File: src/inc/adccr_pkg.sv
// Shared constants for the converter start and result read-back block.
package adccr_pkg;
    // Register addresses on the serial port.
    localparam logic [4:0] ADDR_RES_LO = 5'h00;
    localparam logic [4:0] ADDR_RES_HI = 5'h01;
    localparam logic [4:0] ADDR_CTRL = 5'h03;
    // Converter control register fields and reset value.
    localparam int RBM_POS = 0;
    localparam int CFD_POS = 2;
    localparam logic [7:0] CTRL_RST = 8'h00;
    // Instruction byte fields.
    localparam int INST_START_POS = 7;
    localparam int INST_READ_POS = 6;
    localparam int INST_WIDE_POS = 5;
    // Read-back modes.
    localparam logic [1:0] RBM_EXPLICIT = 2'h0;
    localparam logic [1:0] RBM_HI_FIRST = 2'h1;
    localparam logic [1:0] RBM_LO_FIRST = 2'h2;
    localparam logic [1:0] RBM_HI_ONLY = 2'h3;
    // Timing: reference clock, converter clock and conversion length.
    localparam int REF_CLK_HZ = 50000000;
    localparam int CONV_CLK_HZ = 2500000;
    localparam int CONVERTER_CLOCK_DIV = REF_CLK_HZ / CONV_CLK_HZ;
    localparam int START_CONVERTER_CLOCK_EDGES = 2;
    localparam int CONV_DCLKS = 18;
    localparam int BYTE_BITS = 8;
    localparam int WORD_BITS = 16;
endpackage : adccr_pkg

File: src/hdl/adccr_start_delay.sv
// Fires one pulse in the reference clock cycle after the Nth converter clock tick after an arm pulse.
`timescale 1ns/1ps
`default_nettype none
module adccr_start_delay #(
    parameter int TICKS = 2
) (
    input wire logic i_ref_clk,
    input wire logic i_rst,
    input wire logic i_arm,
    input wire logic i_tick,
    output logic o_fire
);
    logic [3:0] cnt_r;
    logic [3:0] cnt_nxt;
    logic fire_nxt;
    logic fire_r;

    // A new arm restarts the count, so the last request always wins.
    always_comb begin
        cnt_nxt = cnt_r;
        fire_nxt = 1'b0;
        if (i_arm) begin
            cnt_nxt = 4'(TICKS);
        end else if (i_tick && cnt_r != 4'h0) begin
            cnt_nxt = cnt_r - 4'h1;
            fire_nxt = (cnt_r == 4'h1);
        end
    end

    always_ff @(posedge i_ref_clk or posedge i_rst) begin
        if (i_rst) begin
            cnt_r <= 4'h0;
            fire_r <= 1'b0;
        end else begin
            cnt_r <= cnt_nxt;
            fire_r <= fire_nxt;
        end
    end

    assign o_fire = fire_r;
endmodule : adccr_start_delay
`default_nettype wire

File: src/hdl/adccr_sync2.sv
// Two-flop synchroniser for asynchronous pins.
`timescale 1ns/1ps
`default_nettype none
module adccr_sync2 #(
    parameter int WIDTH = 1
) (
    input wire logic i_ref_clk,
    input wire logic i_rst,
    input wire logic [WIDTH-1:0] i_async,
    output logic [WIDTH-1:0] o_sync
);
    logic [WIDTH-1:0] meta_r;
    logic [WIDTH-1:0] sync_r;

    always_ff @(posedge i_ref_clk or posedge i_rst) begin
        if (i_rst) begin
            meta_r <= '0;
            sync_r <= '0;
        end else begin
            meta_r <= i_async;
            sync_r <= meta_r;
        end
    end

    assign o_sync = sync_r;
endmodule : adccr_sync2
`default_nettype wire

File: src/hdl/adccr_top.sv
// Converter start control, busy flag and serial result read-back.
// What the document requires
// RL1: Trigger pin starts on second converter clock edge.
// RL2: Host keeps trigger high and low two periods.
// RL3: Busy rises one divided period after start.
// RL4: Trigger pin aborts and restarts running conversion.
// RL5: Trigger pin works whatever chip select is.
// RL6: Control register selects one of four read-back modes.
// RL7: Explicit reads pick byte order by address, width.
// RL8: Mode 1 auto-outputs high byte first.
// RL9: Mode 2 auto-outputs low byte first.
// RL10: Mode 3 auto-outputs high byte only.
// RL11: Only serial starts arm automatic output.
// RL12: First bit on active edge, rest on inactive.
// RL13: Host avoids completion inside first bit window.
// RL14: Reads return last conversion completed before data.
// RL15: Host waits busy low with chip select held.
// RL16: Output data invalid until its active edge.
// RL17: Host enables reference and oscillator after reset.
// RL18: Divided clock is 1, 2, 4 or 8 periods.
// RL19: Serial starts queue one deep, newest wins.
// RL20: Abort keeps last completed result until next completes.
`timescale 1ns/1ps
`default_nettype none
module adccr_top #(
    parameter int CONV_LEN = adccr_pkg::CONV_DCLKS
) (
    input wire logic i_ref_clk,
    input wire logic i_rst,
    input wire logic i_convert_pin,
    input wire logic i_sclk,
    input wire logic i_cs_n,
    input wire logic i_din,
    input wire logic [15:0] i_conv_data,
    output logic o_busy,
    output logic o_dout,
    output logic o_dout_oe
);
    ////////////////////////////////////////////////////////////////////////////
    typedef enum logic [1:0] {CV_IDLE = 2'b01, CV_RUN = 2'b10} adccr_cv_t;
    typedef enum logic [2:0] {SP_INST = 3'b001, SP_WR = 3'b010, SP_RD = 3'b100} adccr_sp_t;

    logic [3:0] pins_s;
    logic trig_s, sclk_s, cs_n_s, din_s;
    logic trig_q_r, sclk_q_r;
    logic trig_rise, sclk_act, sclk_inact;
    logic pin_fire, ser_fire, ser_arm;

    adccr_sync2 #(.WIDTH(4)) u_sync (
        .i_ref_clk(i_ref_clk),
        .i_rst(i_rst),
        .i_async({i_convert_pin, i_sclk, i_cs_n, i_din}),
        .o_sync(pins_s)
    );
    assign {trig_s, sclk_s, cs_n_s, din_s} = pins_s;
    assign trig_rise = trig_s && !trig_q_r;
    assign sclk_act = !cs_n_s && sclk_s && !sclk_q_r;
    assign sclk_inact = !cs_n_s && !sclk_s && sclk_q_r;

    always_ff @(posedge i_ref_clk or posedge i_rst) begin
        if (i_rst) begin
            trig_q_r <= 1'b0;
            sclk_q_r <= 1'b0;
        end else begin
            trig_q_r <= trig_s;
            sclk_q_r <= sclk_s;
        end
    end

    ////////////////////////////////////////////////////////////////////////////
    // Converter clock enable, one pulse per converter clock falling edge.
    logic [7:0] converter_clock_cnt_r, converter_clock_cnt_nxt;
    logic converter_clock_en;
    assign converter_clock_en = (converter_clock_cnt_r == 8'(adccr_pkg::CONVERTER_CLOCK_DIV - 1));

    always_comb begin
        converter_clock_cnt_nxt = converter_clock_en ? 8'h00 : converter_clock_cnt_r + 8'h01;
    end

    always_ff @(posedge i_ref_clk or posedge i_rst) begin
        if (i_rst) begin
            converter_clock_cnt_r <= 8'h00;
        end else begin
            converter_clock_cnt_r <= converter_clock_cnt_nxt;
        end
    end

    // RL1: pin start delay
    // RL5: chip select ignored
    adccr_start_delay #(.TICKS(adccr_pkg::START_CONVERTER_CLOCK_EDGES)) u_pin_dly (
        .i_ref_clk(i_ref_clk),
        .i_rst(i_rst),
        .i_arm(trig_rise),
        .i_tick(converter_clock_en),
        .o_fire(pin_fire)
    );

    adccr_start_delay #(.TICKS(adccr_pkg::START_CONVERTER_CLOCK_EDGES)) u_ser_dly (
        .i_ref_clk(i_ref_clk),
        .i_rst(i_rst),
        .i_arm(ser_arm),
        .i_tick(converter_clock_en),
        .o_fire(ser_fire)
    );

    ////////////////////////////////////////////////////////////////////////////
    // Conversion sequencer.
    logic [7:0] ctrl_r, ctrl_nxt;
    adccr_cv_t cv_r, cv_nxt;
    logic [7:0] conv_cnt_r, conv_cnt_nxt;
    logic [2:0] divided_conversion_clock_cnt_r, divided_conversion_clock_cnt_nxt;
    logic busy_r, busy_nxt, queued_r, queued_nxt;
    logic [15:0] result_r, result_nxt;
    logic [2:0] divided_conversion_clock_last;
    logic divided_conversion_clock_en, conv_done;

    // RL18: divided clock select
    assign divided_conversion_clock_last = 3'((4'h1 << ctrl_r[adccr_pkg::CFD_POS +: 2]) - 4'h1);
    assign divided_conversion_clock_en = converter_clock_en && (divided_conversion_clock_cnt_r == divided_conversion_clock_last);
    assign conv_done = (cv_r == CV_RUN) && divided_conversion_clock_en && (conv_cnt_r == 8'(CONV_LEN - 1));

    always_comb begin
        cv_nxt = cv_r;
        conv_cnt_nxt = conv_cnt_r;
        divided_conversion_clock_cnt_nxt = converter_clock_en ? (divided_conversion_clock_en ? 3'h0 : divided_conversion_clock_cnt_r + 3'h1) : divided_conversion_clock_cnt_r;
        busy_nxt = busy_r;
        queued_nxt = queued_r;
        result_nxt = result_r;
        if (cv_r == CV_RUN && divided_conversion_clock_en) begin
            conv_cnt_nxt = conv_cnt_r + 8'h01;
            // RL3: busy after one divided period
            if (conv_cnt_r == 8'h00) begin
                busy_nxt = 1'b1;
            end
        end
        if (conv_done) begin
            // RL20: result updates only on completion
            result_nxt = i_conv_data;
            busy_nxt = 1'b0;
            conv_cnt_nxt = 8'h00;
            // RL19: queued start follows at once
            cv_nxt = queued_r ? CV_RUN : CV_IDLE;
            queued_nxt = 1'b0;
        end
        if (pin_fire) begin
            // RL4: abort and restart
            cv_nxt = CV_RUN;
            conv_cnt_nxt = 8'h00;
            divided_conversion_clock_cnt_nxt = 3'h0;
            busy_nxt = 1'b0;
            queued_nxt = 1'b0;
        end else if (ser_fire) begin
            // RL19: one-deep queue
            if (cv_r == CV_RUN && !conv_done) begin
                queued_nxt = 1'b1;
            end else begin
                cv_nxt = CV_RUN;
                conv_cnt_nxt = 8'h00;
                divided_conversion_clock_cnt_nxt = 3'h0;
            end
        end
    end

    always_ff @(posedge i_ref_clk or posedge i_rst) begin
        if (i_rst) begin
            cv_r <= CV_IDLE;
            conv_cnt_r <= 8'h00;
            divided_conversion_clock_cnt_r <= 3'h0;
            busy_r <= 1'b0;
            queued_r <= 1'b0;
            result_r <= 16'h0000;
        end else begin
            cv_r <= cv_nxt;
            conv_cnt_r <= conv_cnt_nxt;
            divided_conversion_clock_cnt_r <= divided_conversion_clock_cnt_nxt;
            busy_r <= busy_nxt;
            queued_r <= queued_nxt;
            result_r <= result_nxt;
        end
    end

    assign o_busy = busy_r;

    ////////////////////////////////////////////////////////////////////////////
    // Serial port: instruction, register write and result read-back.
    adccr_sp_t sp_r, sp_nxt;
    logic [4:0] bit_cnt_r, bit_cnt_nxt;
    logic [15:0] sreg_r, sreg_nxt;
    logic [4:0] addr_r, addr_nxt;
    logic wide_r, wide_nxt, lo_first_r, lo_first_nxt;
    logic auto_r, auto_nxt;
    logic dout_r, dout_nxt, oe_r, oe_nxt;
    logic [7:0] byte_in;
    logic [15:0] rd_word;
    logic [1:0] rbm;

    assign byte_in = {sreg_r[6:0], din_s};
    assign rbm = ctrl_r[adccr_pkg::RBM_POS +: 2];
    // RL7: byte order by address
    // RL14: word sampled at the data edges
    assign rd_word = (addr_r == adccr_pkg::ADDR_CTRL) ? {ctrl_r, 8'h00} :
                     lo_first_r ? {result_r[7:0], result_r[15:8]} : result_r;

    always_comb begin
        sp_nxt = sp_r;
        bit_cnt_nxt = bit_cnt_r;
        sreg_nxt = sreg_r;
        addr_nxt = addr_r;
        wide_nxt = wide_r;
        lo_first_nxt = lo_first_r;
        auto_nxt = auto_r;
        dout_nxt = dout_r;
        oe_nxt = oe_r;
        ctrl_nxt = ctrl_r;
        ser_arm = 1'b0;
        if (cs_n_s) begin
            sp_nxt = SP_INST;
            bit_cnt_nxt = 5'h00;
            oe_nxt = 1'b0;
            auto_nxt = 1'b0;
        end else begin
            case (sp_r)
                SP_INST: begin
                    if (sclk_act) begin
                        sreg_nxt = {8'h00, byte_in};
                        bit_cnt_nxt = bit_cnt_r + 5'h01;
                        if (bit_cnt_r == 5'(adccr_pkg::BYTE_BITS - 1)) begin
                            bit_cnt_nxt = 5'h00;
                            addr_nxt = byte_in[4:0];
                            wide_nxt = byte_in[adccr_pkg::INST_WIDE_POS];
                            lo_first_nxt = (byte_in[4:0] == adccr_pkg::ADDR_RES_LO);
                            if (byte_in[adccr_pkg::INST_START_POS]) begin
                                ser_arm = 1'b1;
                                // RL11: only serial starts arm output
                                // RL6: mode chooses auto read
                                if (rbm != adccr_pkg::RBM_EXPLICIT) begin
                                    sp_nxt = SP_RD;
                                    auto_nxt = 1'b1;
                                    // RL8: mode 1 high byte first
                                    // RL9: mode 2 low byte first
                                    // RL10: mode 3 high byte only
                                    wide_nxt = (rbm != adccr_pkg::RBM_HI_ONLY);
                                    lo_first_nxt = (rbm == adccr_pkg::RBM_LO_FIRST);
                                    addr_nxt = lo_first_nxt ? adccr_pkg::ADDR_RES_LO : adccr_pkg::ADDR_RES_HI;
                                end
                            end else if (byte_in[adccr_pkg::INST_READ_POS]) begin
                                sp_nxt = SP_RD;
                            end else begin
                                sp_nxt = SP_WR;
                            end
                        end
                    end
                end
                SP_WR: begin
                    if (sclk_act) begin
                        sreg_nxt = {8'h00, byte_in};
                        bit_cnt_nxt = bit_cnt_r + 5'h01;
                        if (bit_cnt_r == 5'(adccr_pkg::BYTE_BITS - 1)) begin
                            if (addr_r == adccr_pkg::ADDR_CTRL) begin
                                ctrl_nxt = byte_in;
                            end
                            bit_cnt_nxt = 5'h00;
                            sp_nxt = SP_INST;
                        end
                    end
                end
                SP_RD: begin
                    // RL12: first bit on active edge
                    // RL16: drive only from active edge
                    if (sclk_act) begin
                        bit_cnt_nxt = bit_cnt_r + 5'h01;
                        oe_nxt = 1'b1;
                        dout_nxt = (bit_cnt_r == 5'h00) ? rd_word[15] : sreg_r[15];
                        if (bit_cnt_r != 5'h00) begin
                            sreg_nxt = {sreg_r[14:0], 1'b0};
                        end
                    end else if (sclk_inact) begin
                        if (bit_cnt_r == 5'h01) begin
                            // RL12: rest caught on inactive edge
                            sreg_nxt = {rd_word[14:0], 1'b0};
                        end
                        if (bit_cnt_r == (wide_r ? 5'(adccr_pkg::WORD_BITS) : 5'(adccr_pkg::BYTE_BITS))) begin
                            sp_nxt = SP_INST;
                            bit_cnt_nxt = 5'h00;
                            oe_nxt = 1'b0;
                            auto_nxt = 1'b0;
                        end
                    end
                end
                default: begin
                    sp_nxt = SP_INST;
                end
            endcase
        end
    end

    always_ff @(posedge i_ref_clk or posedge i_rst) begin
        if (i_rst) begin
            sp_r <= SP_INST;
            bit_cnt_r <= 5'h00;
            sreg_r <= 16'h0000;
            addr_r <= 5'h00;
            wide_r <= 1'b0;
            lo_first_r <= 1'b0;
            auto_r <= 1'b0;
            dout_r <= 1'b0;
            oe_r <= 1'b0;
            ctrl_r <= adccr_pkg::CTRL_RST;
        end else begin
            sp_r <= sp_nxt;
            bit_cnt_r <= bit_cnt_nxt;
            sreg_r <= sreg_nxt;
            addr_r <= addr_nxt;
            wide_r <= wide_nxt;
            lo_first_r <= lo_first_nxt;
            auto_r <= auto_nxt;
            dout_r <= dout_nxt;
            oe_r <= oe_nxt;
            ctrl_r <= ctrl_nxt;
        end
    end

    assign o_dout = dout_r;
    assign o_dout_oe = oe_r;
endmodule : adccr_top
`default_nettype wire

File: config.mk
export PLATFORM = sky130hd
export DESIGN_NAME = adccr_top
export DESIGN_NICKNAME = d
export VERILOG_FILES = /design/src/inc/adccr_pkg.sv /design/src/hdl/adccr_start_delay.sv /design/src/hdl/adccr_sync2.sv /design/src/hdl/adccr_top.sv
export SDC_FILE = /design/constraint.sdc
export NUM_CORES = 1
export LEC_CHECK = 0
export ABC_AREA = 1
export BUFFER_PORTS_ARGS = -buffer_cell sky130_fd_sc_hd__buf_2
export CORE_ASPECT_RATIO = 0.6
export CORE_MARGIN = 2
export CORE_UTILIZATION = 60
export DETAILED_ROUTE_END_ITERATION = 8
export GPL_TIMING_DRIVEN = 0
export PLACE_DENSITY = 0.78
export SLEW_MARGIN = 20
export SYNTH_ARGS = -nofsm -noshare
export SYNTH_HDL_FRONTEND = slang
export SYNTH_SLANG_ARGS = --single-unit
export TNS_END_PERCENT = 30
File: constraint.sdc
create_clock -name i_ref_clk -period 4.4 [get_ports i_ref_clk]
set_input_delay 0.66 -clock i_ref_clk [delete_from_list [all_inputs] [get_ports i_ref_clk]]
set_output_delay 0.66 -clock i_ref_clk [all_outputs]
set_load 0.01 [all_outputs]
After elaboration in Yosys (flattened, before gate mapping)
Index checks and enable logic that the tools add are counted.
{"block": "classes", "addsub": 7, "mul": 0, "div": 0, "order_cmp": 0, "n_eq_ne": 30, "n_shift": 1, "muxes": 78, "bitwise": 1, "n_reduce_logical": 41}
{"operator": "$mux W16", "count": 7}
{"operator": "$mux W3", "count": 16}
{"operator": "$mux W8", "count": 6}
{"operator": "$mux W5", "count": 9}
{"operator": "$pmux W16 S2", "count": 1}
{"operator": "$mux W1", "count": 28}
{"operator": "$ne A3 B2 Y1 const B", "count": 7}
{"operator": "$add A8 B1 Y8 const B", "count": 2}
{"operator": "$eq A8 B5 Y1 const B", "count": 2}
{"operator": "$mux W4", "count": 4}
{"operator": "$reduce_bool A3 Y1", "count": 5}
{"operator": "$ne A4 B3 Y1 const B", "count": 3}
{"operator": "$logic_and A1 B1 Y1", "count": 11}
{"operator": "$logic_not A5 Y1", "count": 2}
{"operator": "$mux W2", "count": 5}
{"operator": "$pmux W5 S2", "count": 1}
{"operator": "$reduce_bool A2 Y1", "count": 5}
{"operator": "$ne A3 B3 Y1 const B", "count": 3}
{"operator": "$pmux W3 S3", "count": 1}
{"operator": "$eq A4 B1 Y1 const B", "count": 2}
{"operator": "$logic_not A8 Y1", "count": 1}
{"operator": "$reduce_and A4 Y1", "count": 2}
{"operator": "$reduce_and A8 Y1", "count": 1}
{"operator": "$reduce_bool A4 Y1", "count": 2}
{"operator": "25 further kinds", "count": 32}
{"block": "word_totals", "regBits": 100, "latchBits": 0, "mem_bits_rw": 0, "rom_bits": 0, "input_bits": 22, "mem_count": 0}

Longest topological paths before layout
{"block": "logic_depth", "word_depth": 11, "mapped_depth": 12}

Cells and area by module
Synthesis repeated with hierarchy kept, for this count alone.
{"block": "hier_totals", "hier_cells": 673, "area_unflattened_um2": 5356.4}
{"module": "adccr_top", "instances": 1, "cells_per_inst": 590, "area_per_inst_um2": 4556.9, "seq_area_each_um2": 2054.5}
{"module": "adccr_start_delay", "instances": 2, "cells_per_inst": 37, "area_per_inst_um2": 297.8, "seq_area_each_um2": 125.1}
{"module": "adccr_sync2", "instances": 1, "cells_per_inst": 9, "area_per_inst_um2": 203.9, "seq_area_each_um2": 200.2}

Least setup slack after synthesis
Ideal clock, no wire load.
{"block": "synth_path", "path_type": "reg-to-reg", "startpoint": "reg converter_clock_cnt_r[0]", "endpoint": "reg conv_cnt_r[0]", "arrival_ns": 1.443, "setup_slack_ns": 2.837, "stages_incl_launch_ff": 12, "n_path_buf": 1, "synth_period_minus_slack_ns": 1.563, "path_cell_list": "dfrtp_1 > ha_1 > nand2_1 > nor2_1 > nand2_1 > nor2_2 > nand4_2 > buf_6 > nand2_4 > inv_2 > nand2_8 > nor2_2"}
{"block": "synth_between", "elab_chain_len": 9}
{"item": "from (decl)", "line": "adccr_top.sv:72", "source": "logic [7:0] converter_clock_cnt_r, converter_clock_cnt_nxt;"}
{"item": "from (signal assigned)", "line": "adccr_top.sv:84", "source": "converter_clock_cnt_r <= converter_clock_cnt_nxt;"}
{"item": "$eq A8 B5 Y1 (*)", "line": "adccr_top.sv:74", "source": "assign converter_clock_en = (converter_clock_cnt_r == 8'(adccr_pkg::CONVERTER_CLOCK_DIV - 1));"}
{"item": "$logic_and A1 B1 Y1 (*)", "line": "adccr_top.sv:119", "source": "assign divided_conversion_clock_en = converter_clock_en && (divided_conversion_clock_cnt_r == divided_conversi ..."}
{"item": "$logic_and A1 B1 Y1 (*)", "line": "adccr_top.sv:120, adccr_top.sv:129"}
{"item": "$logic_and A1 B1 Y1", "line": "adccr_top.sv:120", "source": "assign conv_done = (cv_r == CV_RUN) && divided_conversion_clock_en && (conv_cnt_r == 8'(CONV_LEN - 1));"}
{"item": "$logic_not A1 Y1", "line": "adccr_top.sv:154", "source": "if (cv_r == CV_RUN && !conv_done) begin"}
{"item": "$logic_and A1 B1 Y1", "line": "adccr_top.sv:154"}
{"item": "$mux W8", "line": "adccr_top.sv:154"}
{"item": "$mux W8 (*)", "line": "adccr_top.sv:152", "source": "end else if (ser_fire) begin"}
{"item": "$mux W8 (*)", "line": "adccr_top.sv:145", "source": "if (pin_fire) begin"}
{"item": "via conv_cnt_nxt[0]", "line": "adccr_top.sv:110", "source": "logic [7:0] conv_cnt_r, conv_cnt_nxt;"}
{"item": "to (signal assigned)", "line": "adccr_top.sv:174", "source": "conv_cnt_r <= conv_cnt_nxt;"}
{"item": "to (decl)", "line": "adccr_top.sv:110"}
Mark *: on every way through the listed nets, which the timed path passes. The rest lies on a longest branch.
A chain may end at the register's enable or synchronous reset.

Final worst setup path
{"block": "layout_path", "startpoint": "reg bit_cnt_r[0]", "endpoint": "reg sreg_r[9]"}
{"block": "layout_between", "elab_chain_len": 3}
{"item": "from (decl)", "line": "adccr_top.sv:187", "source": "logic [4:0] bit_cnt_r, bit_cnt_nxt;"}
{"item": "from (signal assigned)", "line": "adccr_top.sv:311", "source": "bit_cnt_r <= bit_cnt_nxt;"}
{"item": "$eq A5 B1 Y1 / $reduce_bool A5 Y1 (equally long branches)", "line": "adccr_top.sv:278, adccr_top.sv:274"}
{"item": "$ne A3 B3 Y1 (no source line)"}
{"item": "$reduce_and A6 Y1 (no source line) (*)"}
{"item": "to (signal assigned)", "line": "adccr_top.sv:312", "source": "sreg_r <= sreg_nxt;"}
{"item": "to (decl)", "line": "adccr_top.sv:188", "source": "logic [15:0] sreg_r, sreg_nxt;"}
Mark *: on every way between the ends. The rest lies on a longest branch, timed or not.

==> reports/qor.csv <==
stage,metric,value,unit
grt,grt_pass1_vias,4219,
setup_path,worst_setup_path_end_kind,flip-flop,
clock_tree,cts.sink_count,100,
grt,grt_pass1_wl,20.1,mm
grt,grt_overflow,0,
power,vdd_drop_max,0.262,mV
synth,yosysSeqAreaShare,46.4,%
setup_path,worstReg2RegStart,bit_cnt_r[0],
synth,synth_flop_cell,dfrtp_1,
power,leakagePower,2.91,nW
floorplanning,initial_core_util,62.6,%
timing,fin_crit,1910,ps
clock_tree,worst_skew_pair.late_latency,350,ps
synth,avgSynthCellArea,8.20,µm²
clock_tree,cts_resized,0,
clock_tree,tritoncts,built,
clock_tree,postCtsHoldBufs,0,
floorplanning,dieArea,9790,µm²
setup_path,rr_worst_depth,11,
cells_and_area,nets,728,
cells_and_area,fillCellCount,669,
setup_path,cp_max_fo,10,
routing,firstDrtPassIters,5,
timing,slew_violations,0,
power,p_per_area,389,nW/µm²
synth,syn_area,5400,µm²
floorplanning,core,8620,µm²
synth,synth_cell_types,48,
timing,rsz0062_at_grt,no,
routing,vias,4436,
routing,drtAntennaViolNets,0,
synth,synth_top_area_cell,dfrtp_1,
clock_tree,path_clk_slew,60,ps
timing,fmax,0.523,GHz
synth,synth.area.top_cells,"dfrtp_1 (45%), nand2_1 (14%), inv_1 (4.5%)",
cells_and_area,drive_gt1_share,17.7,%
setup_path,critPathCapture,sreg_r[9],
clock_tree,clk_path_buf_depth,2,
timing,worst_slew_pin_slew,475,ps
synth,synth_top_area_share,45.5,%
placement,dp_hpwl,8.64,mm
power,p_total,2.33,mW
timing,worst_slack,2490,ps
routing,wl,11.7,mm
floorplanning,io_pins,25,
placement,io_buffer_count,24,
cells_and_area,syn_to_final_growth,10.9,%
run,maxCapViolCount,0,
grt,grt_max_degree,75,
worst_hold_path,hold_path.class,input pin to asynchronous set/reset pin,
clock_tree,h-tree-depth,3,
placement,dp.cells,795,
floorplanning,fp.dieH,77.5,µm
synth,synth_seq_cells,100,
placement,placed_cell_area,5690,µm²
setup_path,path_class,flip-flop to flip-flop,
setup_path,start_kind,flip-flop,
setup_path,cp-startpoint,bit_cnt_r[0],
setup_path,timing.reg2reg.setup_slack,2490,ps
floorplanning,std_cell_rows,26,
status,status,finished clean,
synth,synth_common_cells,"nand2_1 (200), dfrtp_1 (98), inv_1 (64), nor2_1 (52), nand3_1 (29)",
placement,dp_slack,2510,ps
timing,setup_tns,0,ps
synth,synthArstFlopShare,100,%
timing,timing.final.crit_share,43.4,%
cells_and_area,final_cell_count_no_fill,811,
synth,mappedNetlistNets,692,
routing,avgViaCountPerCell,5.47,
synth,synth-edff-count,0,
timing,finalHoldViolCount,0,
clock_tree,cts_buffers,9,
grt,antenna_found_initial,0,
cells_and_area,finish.instance_area,5980,µm²
clock_tree,clockRootBuffer,clkbuf_16,
cells_and_area,diodes,0,
floorplanning,die_w,126,µm
timing,slew_headroom,68.3,%
clock_tree,cts_setup_buffers,0,
placement,place.gp.congestion,0.914,
synth,yosysWarnings,0,
setup_path,rr_endpoint,sreg_r[9],
timing,setup-violations-final,0,
synth,synth.most_common_cell,nand2_1,
setup_path,cp.required,4690,ps
grt,grt_util_all_layers,25.8,%
timing,finClkSkew,8.67,ps
routing,wl_per_cell,14.4,µm
routing,drcViolationCount,0,
routing,drt_iter0_markers,363,
synth,synth_cells,658,
setup_path,cp.arrival,2200,ps
## metrics by stage
step / hold slack, ps / util, %
2_1_floorplan: 331 / -
3_3_place_gp: 332 / 65.6
3_5_place_dp: 336 / 66.0
4_1_cts: 271 / 69.4
5_1_grt: 280 / 69.4
6_report: 267 / 69.4
## metal layers
layer | global-route usage, % | up-vias | share of wire (%)
met5 | 0 | - | 0
met4 | 8.02 | 0 | 1.4
met1 | 37.2 | 2124 | 47
li1 | - | 2159 | -
met3 | 5.31 | 19 | 6.3
met2 | 39.6 | 134 | 46
## worst max-delay path, cell delays in order, from the launching register on
cell and delay (ps):
dfrtp_1 470, inv_1 90, ha_1 140, inv_1 50, nor2_1 170, nand2_1 140, nor2_2 170, nor3_4 50
nand2_4 120, buf_2 260, nand2_1 110, nand2_2 80
## worst min path at each step
stage                                 from                       end  slack (ps)  depth (start not counted)
after global placement    u_sync.meta_r[1]          u_sync.o_sync[1]         330                          0
after global routing                 i_rst  converter_clock_cnt_r[4]         280                          2
after detailed placement  u_sync.meta_r[3]          u_sync.o_sync[3]         340                          0
after floorplan           u_sync.meta_r[0]          u_sync.o_sync[0]         330                          0
after CTS                            i_rst  converter_clock_cnt_r[4]         270                          2
final                                i_rst                  trig_q_r         270                          2
## sequential cells by signal (all words and copies together) (netlist names), 5 cells and up
name	cells
ctrl_r	8
sreg_r	16
addr_r	5
converter_clock_cnt_r	8
result_r	16
conv_cnt_r	8
bit_cnt_r	5
## where the power goes
group | switching, mW | internal, mW | total [mW] | leakage (nW)
Clock | 0.330 | 0.456 | 0.786 | 0.147
Sequential | 0.0614 | 0.988 | 1.05 | 1.26
Combinational | 0.327 | 0.166 | 0.493 | 1.50
Total | 0.719 | 1.61 | 2.33 | 2.91
## cell families (layout without fill, tap and decap cells)
family | Yosys count | count (layout) | share of synthesized area, %
AO/OA/AOI/OAI | 71 | 71 | 7.98
XOR/XNOR | 7 | 7 | 1.14
adder cells (fa/ha/maj) | 12 | 12 | 2.78
buffers and inverters | 96 | 137 | 8.16
flip-flops | 100 | 100 | 46.4
multiplexers | 15 | 15 | 2.78
AND/OR/NAND/NOR | 357 | 357 | 30.7
## layout by cell type, fill, tap and decap left out, types with 2 or more instances in the layout
| cell type | Yosys | routed |
|---|---|---|
| a21oi_1 | 13 | 13 |
| buf_2 | 4 | 28 |
| buf_6 | 6 | 6 |
| clkbuf_1 | 1 | 3 |
| clkbuf_16 | 0 | 9 |
| clkinv_1 | 2 | 2 |
| clkinv_2 | 0 | 2 |
| dfrtp_1 | 98 | 98 |
| dfstp_2 | 2 | 2 |
| ha_1 | 12 | 12 |
| inv_1 | 64 | 63 |
| inv_2 | 14 | 14 |
| inv_4 | 2 | 2 |
| inv_6 | 1 | 2 |
| mux2i_1 | 15 | 15 |
| nand2_1 | 200 | 200 |
| nand2_2 | 22 | 22 |
| nand2_4 | 4 | 4 |
| nand3_1 | 29 | 29 |
| nand3_2 | 2 | 2 |
| nand4_1 | 12 | 12 |
| nor2_1 | 52 | 52 |
| nor2_2 | 13 | 13 |
| nor2_4 | 3 | 3 |
| nor3_1 | 10 | 10 |
| nor3_4 | 2 | 2 |
| nor3b_1 | 2 | 2 |
| o211ai_1 | 9 | 9 |
| o21a_1 | 3 | 3 |
| o21ai_0 | 23 | 23 |
| o21ai_1 | 3 | 3 |
| o22ai_1 | 9 | 9 |
| o31ai_1 | 4 | 4 |
| xor2_1 | 6 | 6 |
## layout make-up
| cell class | instances | area [µm²] | area share, % |
|---|---|---|---|
| repair buffers | 25 | 148 | 2.47 |
| multi-input cells | 462 | 2450 | 40.9 |
| clock buffers | 12 | 246 | 4.12 |
| flip-flops and latches | 100 | 2500 | 41.9 |
| well taps | 112 | 140 | 2.34 |
| plain buffers | 13 | 119 | 1.99 |
| inverters | 83 | 327 | 5.46 |
| clock inverters | 4 | 48.8 | 0.816 |
No activity file was read; power rests on OpenSTA's default activity.
